--- src/hw/debug_pkg.sv ---
// Functional notes
// - One 16-bit software-writable breakpoint address compared against program counter.
// - Arm bit in flags register at 0FFh enables or disables breakpoint.
// - Armed match of program counter outside page 0FF00h-0FFFFh redirects fetch to vector 0FFF8h.
// - Redirect follows one cycle after the match; the matching fetch is still accepted.
// - Break entry into page 0FF00h-0FFFFh suspends timers and interrupts.
// - Leaving the debugger page after a break restores timers and interrupts.
// - Entering the page without a break leaves timers and interrupts running.
// - Debug boot strap low at power-on starts execution at 0FFFCh.
// - Four-byte two-way mailbox lets an outside computer talk to the monitor.
// - Strap pad comes up as input, becomes speaker drive once modulator enabled.
package debug_pkg;
   localparam logic [7:0] FLAGS_ADDR = 8'hFF;
   localparam logic [7:0] BRK_LO_ADDR = 8'hF0;
   localparam logic [7:0] BRK_HI_ADDR = 8'hF1;
   localparam logic [7:0] MOD_CTRL_ADDR = 8'hF2;
   localparam logic [7:0] MBOX_BASE_ADDR = 8'hF4;
   localparam logic [7:0] MBOX_STAT_ADDR = 8'hF8;
   localparam int TRAP_BIT = 7;
   localparam int MOD_EN_BIT = 0;
   localparam logic [7:0] FLAGS_RESET = 8'h00;
   localparam logic [15:0] BRK_RESET = 16'h0000;
   localparam logic [15:0] BREAK_VECTOR = 16'hFFF8;
   localparam logic [15:0] DEBUG_BOOT_VECTOR = 16'hFFFC;
   localparam logic [15:0] NORMAL_RESET_VECTOR = 16'h0000;
   localparam logic [7:0] DEBUG_PAGE = 8'hFF;
   localparam int MBOX_BYTES = 4;
   typedef enum logic [2:0] {
      ST_BOOT = 3'b001,
      ST_RUN = 3'b010,
      ST_HALTED = 3'b100
   } dbg_state_t;
endpackage

--- src/hw/mailbox_bank.sv ---
`timescale 1ns/1ns
// Four-byte two-way mailbox between the monitor and an outside computer
module mailbox_bank
   import debug_pkg::*;
(
   input wire logic clk,
   input wire logic reset,
   input wire logic [1:0] cpu_index,
   input wire logic cpu_write,
   input wire logic [7:0] cpu_wdata,
   input wire logic [1:0] ext_index,
   input wire logic ext_write,
   input wire logic [7:0] ext_wdata,
   output logic [31:0] to_ext,
   output logic [31:0] to_cpu,
   output logic to_ext_full,
   output logic to_cpu_full,
   input wire logic ext_ack,
   input wire logic cpu_ack
);
   logic [31:0] next_to_ext;
   logic [31:0] next_to_cpu;
   logic next_to_ext_full;
   logic next_to_cpu_full;

   // Byte writes per direction; byte 3 write marks the word full
   always_comb begin
      next_to_ext = to_ext;
      next_to_cpu = to_cpu;
      next_to_ext_full = to_ext_full;
      next_to_cpu_full = to_cpu_full;
      if (ext_ack) next_to_ext_full = 1'b0;
      if (cpu_ack) next_to_cpu_full = 1'b0;
      if (cpu_write) begin
         next_to_ext[cpu_index*8 +: 8] = cpu_wdata;
         if (cpu_index == 2'(MBOX_BYTES - 1)) next_to_ext_full = 1'b1;
      end
      if (ext_write) begin
         next_to_cpu[ext_index*8 +: 8] = ext_wdata;
         if (ext_index == 2'(MBOX_BYTES - 1)) next_to_cpu_full = 1'b1;
      end
   end

   // Registers
   always_ff @(posedge clk) begin
      if (reset) begin
         to_ext <= 32'h0000_0000;
         to_cpu <= 32'h0000_0000;
         to_ext_full <= 1'b0;
         to_cpu_full <= 1'b0;
      end else begin
         to_ext <= next_to_ext;
         to_cpu <= next_to_cpu;
         to_ext_full <= next_to_ext_full;
         to_cpu_full <= next_to_cpu_full;
      end
   end
endmodule

--- src/hw/break_compare.sv ---
`timescale 1ns/1ns
// Combinational fetch-address match against the armed breakpoint
module break_compare
   import debug_pkg::*;
(
   input wire logic [15:0] fetch_addr,
   input wire logic fetch_valid,
   input wire logic [15:0] brk_addr,
   input wire logic armed,
   output logic hit
);
   // Only instruction fetches are compared, data accesses never are
   assign hit = fetch_valid & armed & (fetch_addr == brk_addr);
endmodule

--- src/hw/code_breakpoint_debug_unit.sv ---
// Added by the designer: strobed register access.
`timescale 1ns/1ns
module code_breakpoint_debug_unit
   import debug_pkg::*;
(
   input wire logic clk,
   input wire logic reset,
   input wire logic [7:0] reg_addr,
   input wire logic [7:0] reg_wdata,
   input wire logic reg_write,
   input wire logic reg_read,
   output logic [7:0] reg_rdata,
   input wire logic [15:0] fetch_addr,
   input wire logic fetch_valid,
   output logic redirect,
   output logic [15:0] redirect_addr,
   output logic suspend,
   input wire logic debug_boot_strap_in,
   output logic speaker_drive_b_out,
   output logic speaker_drive_b_oe,
   input wire logic speaker_pulse,
   input wire logic [1:0] ext_index,
   input wire logic ext_write,
   input wire logic [7:0] ext_wdata,
   input wire logic ext_ack,
   output logic [31:0] mbox_to_ext,
   output logic mbox_to_ext_full
);
   import debug_pkg::*;

   dbg_state_t state, next_state;
   logic [7:0] flags, next_flags;
   logic [15:0] brk_addr, next_brk_addr;
   logic mod_en, next_mod_en;
   logic in_break, next_in_break;
   logic [7:0] next_rdata;
   logic next_redirect;
   logic [15:0] next_redirect_addr;
   logic next_suspend;
   logic next_spk_out;
   logic next_spk_oe;
   logic hit;
   logic in_page;
   logic mb_cpu_write;
   logic mb_cpu_ack;
   logic [31:0] mb_to_cpu;
   logic mb_to_cpu_full;

   // Address falls inside the debugger page
   function automatic logic page_of(input logic [15:0] a);
      page_of = (a[15:8] == DEBUG_PAGE);
   endfunction

   // Mailbox byte address decode
   function automatic logic is_mbox(input logic [7:0] a);
      is_mbox = (a[7:2] == MBOX_BASE_ADDR[7:2]);
   endfunction

   break_compare u_cmp (
      .fetch_addr(fetch_addr),
      .fetch_valid(fetch_valid),
      .brk_addr(brk_addr),
      .armed(flags[TRAP_BIT]),
      .hit(hit)
   );

   assign mb_cpu_write = reg_write & is_mbox(reg_addr);
   assign mb_cpu_ack = reg_write & (reg_addr == MBOX_STAT_ADDR);

   mailbox_bank u_mbox (
      .clk(clk),
      .reset(reset),
      .cpu_index(reg_addr[1:0]),
      .cpu_write(mb_cpu_write),
      .cpu_wdata(reg_wdata),
      .ext_index(ext_index),
      .ext_write(ext_write),
      .ext_wdata(ext_wdata),
      .to_ext(mbox_to_ext),
      .to_cpu(mb_to_cpu),
      .to_ext_full(mbox_to_ext_full),
      .to_cpu_full(mb_to_cpu_full),
      .ext_ack(ext_ack),
      .cpu_ack(mb_cpu_ack)
   );

   assign in_page = page_of(fetch_addr);

   // Register writes
   always_comb begin
      next_flags = flags;
      next_brk_addr = brk_addr;
      next_mod_en = mod_en;
      if (reg_write) begin
         case (reg_addr)
            FLAGS_ADDR: next_flags = reg_wdata;
            BRK_LO_ADDR: next_brk_addr[7:0] = reg_wdata;
            BRK_HI_ADDR: next_brk_addr[15:8] = reg_wdata;
            MOD_CTRL_ADDR: next_mod_en = reg_wdata[MOD_EN_BIT];
            default: ;
         endcase
      end
   end

   // Register reads, data one cycle later; unmapped reads zero
   always_comb begin
      next_rdata = 8'h00;
      if (reg_read) begin
         if (is_mbox(reg_addr)) begin
            next_rdata = mb_to_cpu[reg_addr[1:0]*8 +: 8];
         end else begin
            case (reg_addr)
               FLAGS_ADDR: next_rdata = flags;
               BRK_LO_ADDR: next_rdata = brk_addr[7:0];
               BRK_HI_ADDR: next_rdata = brk_addr[15:8];
               MOD_CTRL_ADDR: next_rdata = {7'h00, mod_en};
               MBOX_STAT_ADDR: next_rdata = {5'h00, in_break, mbox_to_ext_full, mb_to_cpu_full};
               default: next_rdata = 8'h00;
            endcase
         end
      end
   end

   // Boot vector, break redirect and suspend tracking
   always_comb begin
      next_state = state;
      next_in_break = in_break;
      next_redirect = 1'b0;
      next_redirect_addr = redirect_addr;
      case (state)
         ST_BOOT: begin
            next_redirect = 1'b1;
            if (!debug_boot_strap_in) begin
               next_redirect_addr = DEBUG_BOOT_VECTOR;
            end else begin
               next_redirect_addr = NORMAL_RESET_VECTOR;
            end
            next_state = ST_RUN;
         end
         ST_RUN: begin
            if (hit && !in_page) begin
               // Redirect lands a cycle later; the matching fetch is accepted, the next one dropped
               next_redirect = 1'b1;
               next_redirect_addr = BREAK_VECTOR;
               next_in_break = 1'b1;
               next_state = ST_HALTED;
            end
         end
         ST_HALTED: begin
            if (fetch_valid && !in_page) begin
               next_in_break = 1'b0;
               next_state = ST_RUN;
               if (hit) begin
                  next_redirect = 1'b1;
                  next_redirect_addr = BREAK_VECTOR;
                  next_in_break = 1'b1;
                  next_state = ST_HALTED;
               end
            end
         end
         default: next_state = ST_RUN;
      endcase
      // Page entered by jump leaves in_break clear, so nothing is suspended
      next_suspend = next_in_break;
   end

   // Shared pad: input until the modulator is enabled
   always_comb begin
      next_spk_oe = mod_en;
      next_spk_out = mod_en & speaker_pulse;
   end

   // Software-visible register flip-flops
   always_ff @(posedge clk) begin
      if (reset) begin
         flags <= FLAGS_RESET;
         brk_addr <= BRK_RESET;
         mod_en <= 1'b0;
      end else begin
         flags <= next_flags;
         brk_addr <= next_brk_addr;
         mod_en <= next_mod_en;
      end
   end

   // Read data register, zero outside the answer cycle
   always_ff @(posedge clk) begin
      if (reset) begin
         reg_rdata <= 8'h00;
      end else begin
         reg_rdata <= next_rdata;
      end
   end

   // Boot, break and suspend flip-flops
   always_ff @(posedge clk) begin
      if (reset) begin
         state <= ST_BOOT;
         in_break <= 1'b0;
         redirect <= 1'b0;
         redirect_addr <= NORMAL_RESET_VECTOR;
         suspend <= 1'b0;
      end else begin
         state <= next_state;
         in_break <= next_in_break;
         redirect <= next_redirect;
         redirect_addr <= next_redirect_addr;
         suspend <= next_suspend;
      end
   end

   // Shared pad flip-flops, released to input by reset
   always_ff @(posedge clk) begin
      if (reset) begin
         speaker_drive_b_out <= 1'b0;
         speaker_drive_b_oe <= 1'b0;
      end else begin
         speaker_drive_b_out <= next_spk_out;
         speaker_drive_b_oe <= next_spk_oe;
      end
   end
endmodule

--- config.mk ---
export PLATFORM = sky130hd
export DESIGN_NAME = code_breakpoint_debug_unit
export DESIGN_NICKNAME = d
export VERILOG_FILES = /design/src/hw/debug_pkg.sv /design/src/hw/mailbox_bank.sv /design/src/hw/break_compare.sv /design/src/hw/code_breakpoint_debug_unit.sv
export SDC_FILE = /design/constraint.sdc
export NUM_CORES = 1
export LEC_CHECK = 0
export BUFFER_PORTS_ARGS = -buffer_cell sky130_fd_sc_hd__buf_4
export CAP_MARGIN = 15
export CORE_ASPECT_RATIO = 1.1
export CORE_MARGIN = 2
export CORE_UTILIZATION = 34
export DETAILED_ROUTE_END_ITERATION = 10
export HOLD_SLACK_MARGIN = 0.03
export SYNTH_ARGS = -nofsm -noshare
export SYNTH_HDL_FRONTEND = slang
export SYNTH_SLANG_ARGS = --single-unit
--- constraint.sdc ---
create_clock -name clk -period 5.35 [get_ports clk]
set_clock_uncertainty 0.2 [all_clocks]
set_input_delay 0.8025 -clock clk [delete_from_list [all_inputs] [get_ports clk]]
set_output_delay 0.8025 -clock clk [all_outputs]
set_load 0.02 [all_outputs]
==> results of run 1 <==
cell usage in the layout (no fill, tap or decap), types with 3 or more instances in the layout:
master     instances
a222oi_1           6
a21oi_1           58
nor4b_2            3
and3_1             6
mux4_2             8
o21ai_0            4
a221oi_1           4
nor2b_1            4
nor3b_1            3
mux2i_1            9
nand2_1           72
nand3_1           51
clkbuf_16          9
dfxtp_1          108
nand4_1            6
a22oi_1           33
xnor2_1           12
buf_4            109
ha_1              10
nand2b_1           4
and2_1             3
inv_1              8
nor2_1            51
xor2_1             4
layer usage:
metal / up-vias / track usage (%) / share of wire, %
met5: - / 0 / 0
met1: 2022 / 23.2 / 42
met3: 10 / 4.84 / 7.6
met2: 157 / 30.6 / 49
li1: 2018 / - / -
met4: 0 / 5.39 / 1.2
state kept, by name (all words and copies together), names as in the netlist, 2 cells and up:
signal / flops
reg_rdata: 8
u_mbox.to_cpu: 32
u_mbox.to_ext: 32
redirect_addr: 2
brk_addr: 16
flags: 8
state: 3
worst min-delay path by stage:
stage                              to  slack, ns
detailed placement  u_mbox.to_ext[30]       0.25
finish              u_mbox.to_ext[30]       0.25
CTS                 u_mbox.to_ext[30]       0.26
global route        u_mbox.to_ext[27]       0.26
floorplan                    flags[3]       0.24
global placement    u_mbox.to_ext[23]       0.24
cell families (layout without fill, tap and decap cells):
logic type | count (synthesis) | count (layout)
other cells | 1 | 2
flops | 108 | 108
buf+inv | 54 | 131
xor+xnor | 16 | 16
compound gates | 111 | 111
simple gates | 213 | 213
mux | 19 | 19
fa+ha+maj | 10 | 10
cell type report:
class	count	share of cell area [%]
clock inverters	3	0.689
inverters	8	0.517
repair buffers	109	14.1
well taps	188	4.05
multi-input cells	371	39.5
flip-flops and latches	108	37.2
clock buffers	11	4.00
power by group through the flow:
stage / combinational, mW / clock [mW] / sequential [mW]
finish: 0.135 / 0.639 / 0.813
global route: 0.147 / 0.686 / 0.813
CTS: 0.135 / 0.652 / 0.813
detailed placement: 0.135 / 0 / 0.831
global placement: 0.132 / 0 / 0.831
floorplan: 0.0742 / 0 / 0.831
per-stage QoR:
stage	total power, mW	setup WS (ns)	instance area (sq um)
6_report	1.59	2.58	5810
5_1_grt	1.65	2.35	5810
4_1_cts	1.60	2.62	5810
3_5_place_dp	0.966	2.25	5540
3_3_place_gp	0.963	2.32	5540
2_1_floorplan	0.905	2.68	4720
critical path, cell delays in order:
cell	delay, ns
buf_4	0.08
nand4_1	0.22
nor3b_2	0.89
nand3_1	0.50
nand2_1	0.18
a21oi_1	0.08
==> flow_summary_export.csv, run 1 <==
group,metric,value,unit
finish,antenna_cells,0,
die,ios,112,
synth,syn_area,0.00471,sq mm
global_routing,grt-ovfl-total,0,
finish,syn2layout_area_growth,23.4,%
clock_tree,clock_latency,0.35,ns
worst_hold_path,hold_path_class,"reg -> reg",
synth,yosys.area_share.adder,2.66,%
synth,synth.largest_area_cell,"dfxtp_1",
sta,finalSetupViolations,0,
synth,synth_compound_area_share,14.9,%
clock_tree,post_cts_resized,0,
route,wire_per_inst,16.8,microns
setup_path,critPathLaunchType,"primary input",
sta,layout_min_cycle_time,2.77,ns
sta,final_max_slew_viol_count,0,
synth,postSynthAreaPerCell,8.86,sq um
pwr,p_clk_share,40.3,%
sta,rsz0062_at_grt,"false",
route,drt_iter0_drc,254,
setup_path,arrival,2.75,ns
clock_tree,h-tree-depth,3,
synth,muxShareOfSynthArea,6.21,%
synth,yosysMostFrequentCell,"dfxtp_1",
die,core_area,0.0137,sq mm
finish,fin_util,42.5,%
clock_tree,cts_max_path_buffers,2,
clock_tree,cts_made_buffers,9,
setup_path,worstPathMaxFanout,18,
sta,tns,0,ns
setup_path,r2r_cells,6,
route,routed_wl,13400,microns
setup_path,reg2reg_to,"redirect_addr[2]",
finish,fillers,1350,
synth,postSynthCellCount,532,
clock_tree,cts_root_buffer,"clkbuf_16",
pwr,share_seq_of_total_power,51.2,%
placed_design,gp_congestion,0.831,
placed_design,dpl.cell_count,784,
pwr,swShare,23.3,%
finish,nets,668,
finish,drive_above_1_share,22.5,%
synth,synth_enable_flop_cells,0,
finish,multi_input_area,0.00229,sq mm
synth,yosys-top-cells-count,"108 x dfxtp_1, 72 x nand2_1, 58 x a21oi_1",
die,design.die.area,0.0148,sq mm
synth,synth-simple-area-share,21.7,%
synth,synthDistinctLibCells,41,
setup_path,required,5.33,ns
route,route.detailed.drc,0,
setup_path,r2r_setup_slack,3.18,ns
sta,hold_viol_final,0,
route,via_per_inst,5.27,
pwr,p_switching,0.370,mW
placed_design,hpwl,9490,microns
sta,tightest_slew,1.07,ns
global_routing,grt_pass1_wl,21000,microns
setup_path,reg2reg_from,"brk_addr[3]",
placed_design,numPortBuffers,109,
die,die_h,127,microns
die,initial_utilization,34.4,%
setup_path,crit_start,"reg_addr[6]",
synth,async_flop_share,0,%
synth,yosys_most_used_dff,"dfxtp_1",
synth,synth_top_family_by_area,"simple AND/OR/NAND/NOR gates",
clock_tree,postCtsHoldBufs,0,
synth,ys_seq_elements,108,
pwr,combPwrFrac,8.5,%
worst_hold_path,hold_depth,2,
route,ant_nets,0,
setup_path,critPathKind,"in -> reg",
pwr,power.internal,1.22,mW
worst_hold_path,worst_hold_startpoint,"u_mbox.to_ext[30]",
pwr,leakagePower,2.23,nW
synth,synth_area_leaders,"dfxtp_1 46%, a21oi_1 6.2%, nand2_1 5.7%, nand3_1 5.4%, a22oi_1 5.3%",
global_routing,grt_use_total,18.4,%
setup_path,endpoint_kind,"flop",
die,die_x,116,microns
sta,relSlewSlack,28.6,%
status,status,"finished, final reports clean",
clock_tree,cts.sinks,108,
global_routing,grt_pass1_vias,3990,
clock_tree,cts_tree,"done",
pwr,power.density,273,mW/mm^2
clock_tree,postCtsSetupBuffers,0,
die,core.rowCount,45,
setup_path,crit_end,"u_mbox.to_ext[29]",
route,vias,4207,
sta,hold_slack,0.252,ns
synth,synth-warning-count,0,
pwr,peakVddDrop,0.146,mV
clock_tree,cts.clk_slew.worst_paths,0.06,ns
global_routing,grt_max_degree,103,
synth,ys_seq_area_share,45.9,%
job,drv_cap,0,
sta,clock.fmax,361,MHz
finish,fin_cells,798,
route,first_pass_iters,5,
synth,synth_top_area_share,45.9,%
sta,fin_crit_sh,51.8,%
finish,register_area,0.00216,sq mm
synth,synth_xor_area_share,2.97,%
global_routing,antenna_found_initial,0,
No activity file was read; power rests on OpenSTA's default activity.
==> run 2: changes to the inputs <==
--- a/config.mk
+++ b/config.mk
@@ -5,6 +5,7 @@
 export SDC_FILE = /design/constraint.sdc
 export NUM_CORES = 1
 export LEC_CHECK = 0
+export ABC_AREA = 1
 export BUFFER_PORTS_ARGS = -buffer_cell sky130_fd_sc_hd__buf_4
 export CAP_MARGIN = 15
 export CORE_ASPECT_RATIO = 1.1
==> constraint.sdc (replaced) <==
create_clock -name clk -period 2.8 [get_ports clk]
set_clock_uncertainty 0.2 [all_clocks]
set_input_delay 0.42 -clock clk [delete_from_list [all_inputs] [get_ports clk]]
set_output_delay 0.42 -clock clk [all_outputs]
set_load 0.02 [all_outputs]
==> run 2 against run 1 <==
Effect of this change: non-clock buffer count up 11; combinational power grew 140%; global-route usage decreased by 0.17 points; die area grew 9.2%; utilization increased by 0.45 points; critical path type unchanged; largest cell class unchanged.
==> flow_summary_export.csv, run 2 <==
group,metric,value,unit
route,drt_iter0_drc,296,
route,vias,4970,
pwr,power.density,514,mW/mm^2
route,first_pass_iters,5,
route,ant_nets,0,
route,route.detailed.drc,0,
synth,postSynthAreaPerCell,7.04,sq um
setup_path,worstPathMaxFanout,14,
placed_design,hpwl,11000,microns
sta,hold_slack,0.101,ns
setup_path,crit_family,"buffers and inverters",
clock_tree,cts_tree,"done",
route,wire_per_inst,14.4,microns
route,drt-met1-wl,6780,microns
synth,yosys_most_used_dff,"dfxtp_1",
worst_hold_path,whs_endpoint,"speaker_drive_b_out",
finish,antenna_cells,0,
setup_path,critPathSlowestCell,"or3_1",
setup_path,crit_buf_inv,3,
clock_tree,postCtsHoldBufs,0,
die,die_h,133,microns
synth,ys_seq_area_share,41.9,%
setup_path,cpPeakStageDelay,0.39,ns
setup_path,arrival,2.24,ns
die,design.die.area,0.0162,sq mm
setup_path,reg2reg_from,"brk_addr[3]",
worst_hold_path,worst_hold_startpoint,"speaker_pulse",
worst_hold_path,hold_depth,3,
die,core.rowCount,47,
sta,clock.fmax,464,MHz
die,initial_utilization,34.5,%
synth,synth_area_leaders,"dfxtp_1 42%, nand2_1 14%, a21oi_1 10%, inv_1 6.3%, nor2_1 3.1%",
clock_tree,cts_root_buffer,"clkbuf_16",
sta,finalSetupViolations,0,
sta,fin_crit_sh,76.9,%
synth,synth_enable_flop_cells,0,
sta,rsz0062_at_grt,"false",
setup_path,path_cells,"buf_4 > clkinv_1 > ha_1 > inv_1 > nand3_1 > or3_1 > a21oi_1",
synth,synth.largest_area_cell,"dfxtp_1",
finish,fillers,1561,
sta,relSlewSlack,61.3,%
synth,async_flop_share,0,%
finish,syn2layout_area_growth,24.3,%
setup_path,critPathKind,"in -> reg",
clock_tree,cts.clk_slew.worst_paths,0.07,ns
placed_design,dpl.cell_count,1007,
setup_path,endpoint_kind,"flop",
setup_path,critPathLaunchType,"primary input",
finish,fin_cells,1023,
status,status,"finished, final reports clean",
pwr,leakagePower,2.70,nW
finish,nets,883,
placed_design,numPortBuffers,109,
worst_hold_path,hold_path_class,"in -> reg",
pwr,peakVddDrop,0.254,mV
setup_path,r2r_setup_slack,1.06,ns
sta,hold_viol_final,0,
synth,synthDistinctLibCells,35,
sta,final_max_slew_viol_count,0,
synth,syn_area,0.00516,sq mm
clock_tree,post_cts_resized,0,
job,drv_cap,0,
sta,tightest_slew,0.580,ns
route,top_layer_used,"met4",
placed_design,gp_congestion,0.810,
synth,postSynthCellCount,733,
route,via_per_inst,4.86,
setup_path,required,2.88,ns
global_routing,antenna_found_initial,0,
synth,ys_seq_elements,108,
finish,reg.largest.list,"u_mbox.to_cpu x32, u_mbox.to_ext x32, brk_addr x16",
route,wl_met2,6980,microns
synth,synth-warning-count,0,
clock_tree,cts_max_path_buffers,2,
clock_tree,cts_made_buffers,9,
clock_tree,cts.sinks,108,
finish,layout_commonest_cell,"nand2_1",
synth,yosys-top-cells-count,"194 x nand2_1, 108 x dfxtp_1, 103 x a21oi_1",
synth,synth_top_area_share,41.9,%
setup_path,reg2reg_to,"redirect_addr[2]",
clock_tree,clock_latency,0.35,ns
route,routed_wl,14700,microns
finish,final_cell_mix,"194 x nand2_1, 120 x buf_4, 108 x dfxtp_1",
synth,yosysMostFrequentCell,"nand2_1",
global_routing,grt_use_total,18.2,%
global_routing,grt_pass1_vias,4554,
sta,tns,0,ns
clock_tree,h-tree-depth,3,
die,core_area,0.0149,sq mm
sta,layout_min_cycle_time,2.15,ns
global_routing,grt-ovfl-total,0,
die,ios,112,
clock_tree,postCtsSetupBuffers,0,
global_routing,grt_pass1_wl,23400,microns
global_routing,grt_max_degree,56,
route,dr_wl_met3,711,microns
finish,register_area,0.00216,sq mm
setup_path,r2r_cells,12,
finish,drive_above_1_share,17.4,%
die,die_x,121,microns
finish,multi_input_area,0.00244,sq mm
==> run 2: changes by cell type in the layout (fill, tap and decap cells not counted), moves of 13 or more <==
| cell | previous run | this run |
|---|---|---|
| inv_1 | 8 | 86 |
| a211oi_1 | 1 | 14 |
| a21oi_1 | 58 | 103 |
| nand3_1 | 51 | 23 |
| or3_1 | 0 | 14 |
| a22oi_1 | 33 | 7 |
| o21ai_0 | 4 | 27 |
| nand2_1 | 72 | 194 |
==> run 2: worst register-to-register path: cells and delay by family, from the launching register on <==
family / cells / cell delay [ns]
flops: 1 / 0.38
buf+inv: 2 / 0.12
simple gates: 10 / 1.00
==> run 2: logic make-up (layout without fill, tap and decap cells) <==
family                     count (synthesis)  in the layout  share of synthesized area, %
xor gates and xnor gates                   1              1                         0.170
AOI/OAI and AO/OA                        178            178                          19.3
DFF                                      108            108                          41.9
buffers and inverters                    131            224                          10.8
other                                      1              2                        0.0727
adders and majority gates                 10             10                          2.43
and+or+nand+nor                          304            304                          25.3
==> run 2: per-stage QoR <==
step / worst slack (ns) / power (mW) / utilization (%) / cell area (sq um)
finish: 0.647 / 3.30 / 42.9 / 6410
global route: 0.477 / 3.42 / 42.9 / 6410
CTS: 0.669 / 3.31 / 42.9 / 6410
detailed placement: 0.343 / 1.92 / 40.7 / 6080
global placement: 0.366 / 1.92 / 40.7 / 6080
floorplan: 0.299 / 1.79 / - / 5160
==> run 2: metal layers <==
metal / GRT usage (%) / vias to the layer above
met5: 0 / -
met4: 5.56 / 0
met3: 3.77 / 16
met2: 30.1 / 126
met1: 23.7 / 2261
li1: - / 2567
==> run 2: area by class of cell <==
type / count / area share [%]
multi-input cells: 495 / 38.1
flip-flops and latches: 108 / 33.7
well taps: 196 / 3.82
clock inverters: 5 / 1.27
repair buffers: 120 / 14.0
clock buffers: 11 / 3.94
inverters: 88 / 5.15
==> run 2: worst max path at each step <==
stage	startpoint	endpoint	slack [ns]	cells after the start
after CTS	reg_addr[1]	u_mbox.to_ext[9]	0.67	7
after detailed placement	reg_addr[1]	u_mbox.to_ext[16]	0.34	8
after global placement	reg_addr[1]	u_mbox.to_ext[21]	0.37	8
final	reg_addr[1]	u_mbox.to_ext[9]	0.65	7
after floorplan	reg_addr[0]	u_mbox.to_ext[15]	0.30	9
after global routing	reg_addr[1]	brk_addr[0]	0.48	8
==> run 2: where the power goes <==
part / total [mW] / switching (mW) / internal [mW]
clock: 1.41 / 0.580 / 0.835
sequential: 1.56 / 0.00952 / 1.55
combinational: 0.327 / 0.205 / 0.122
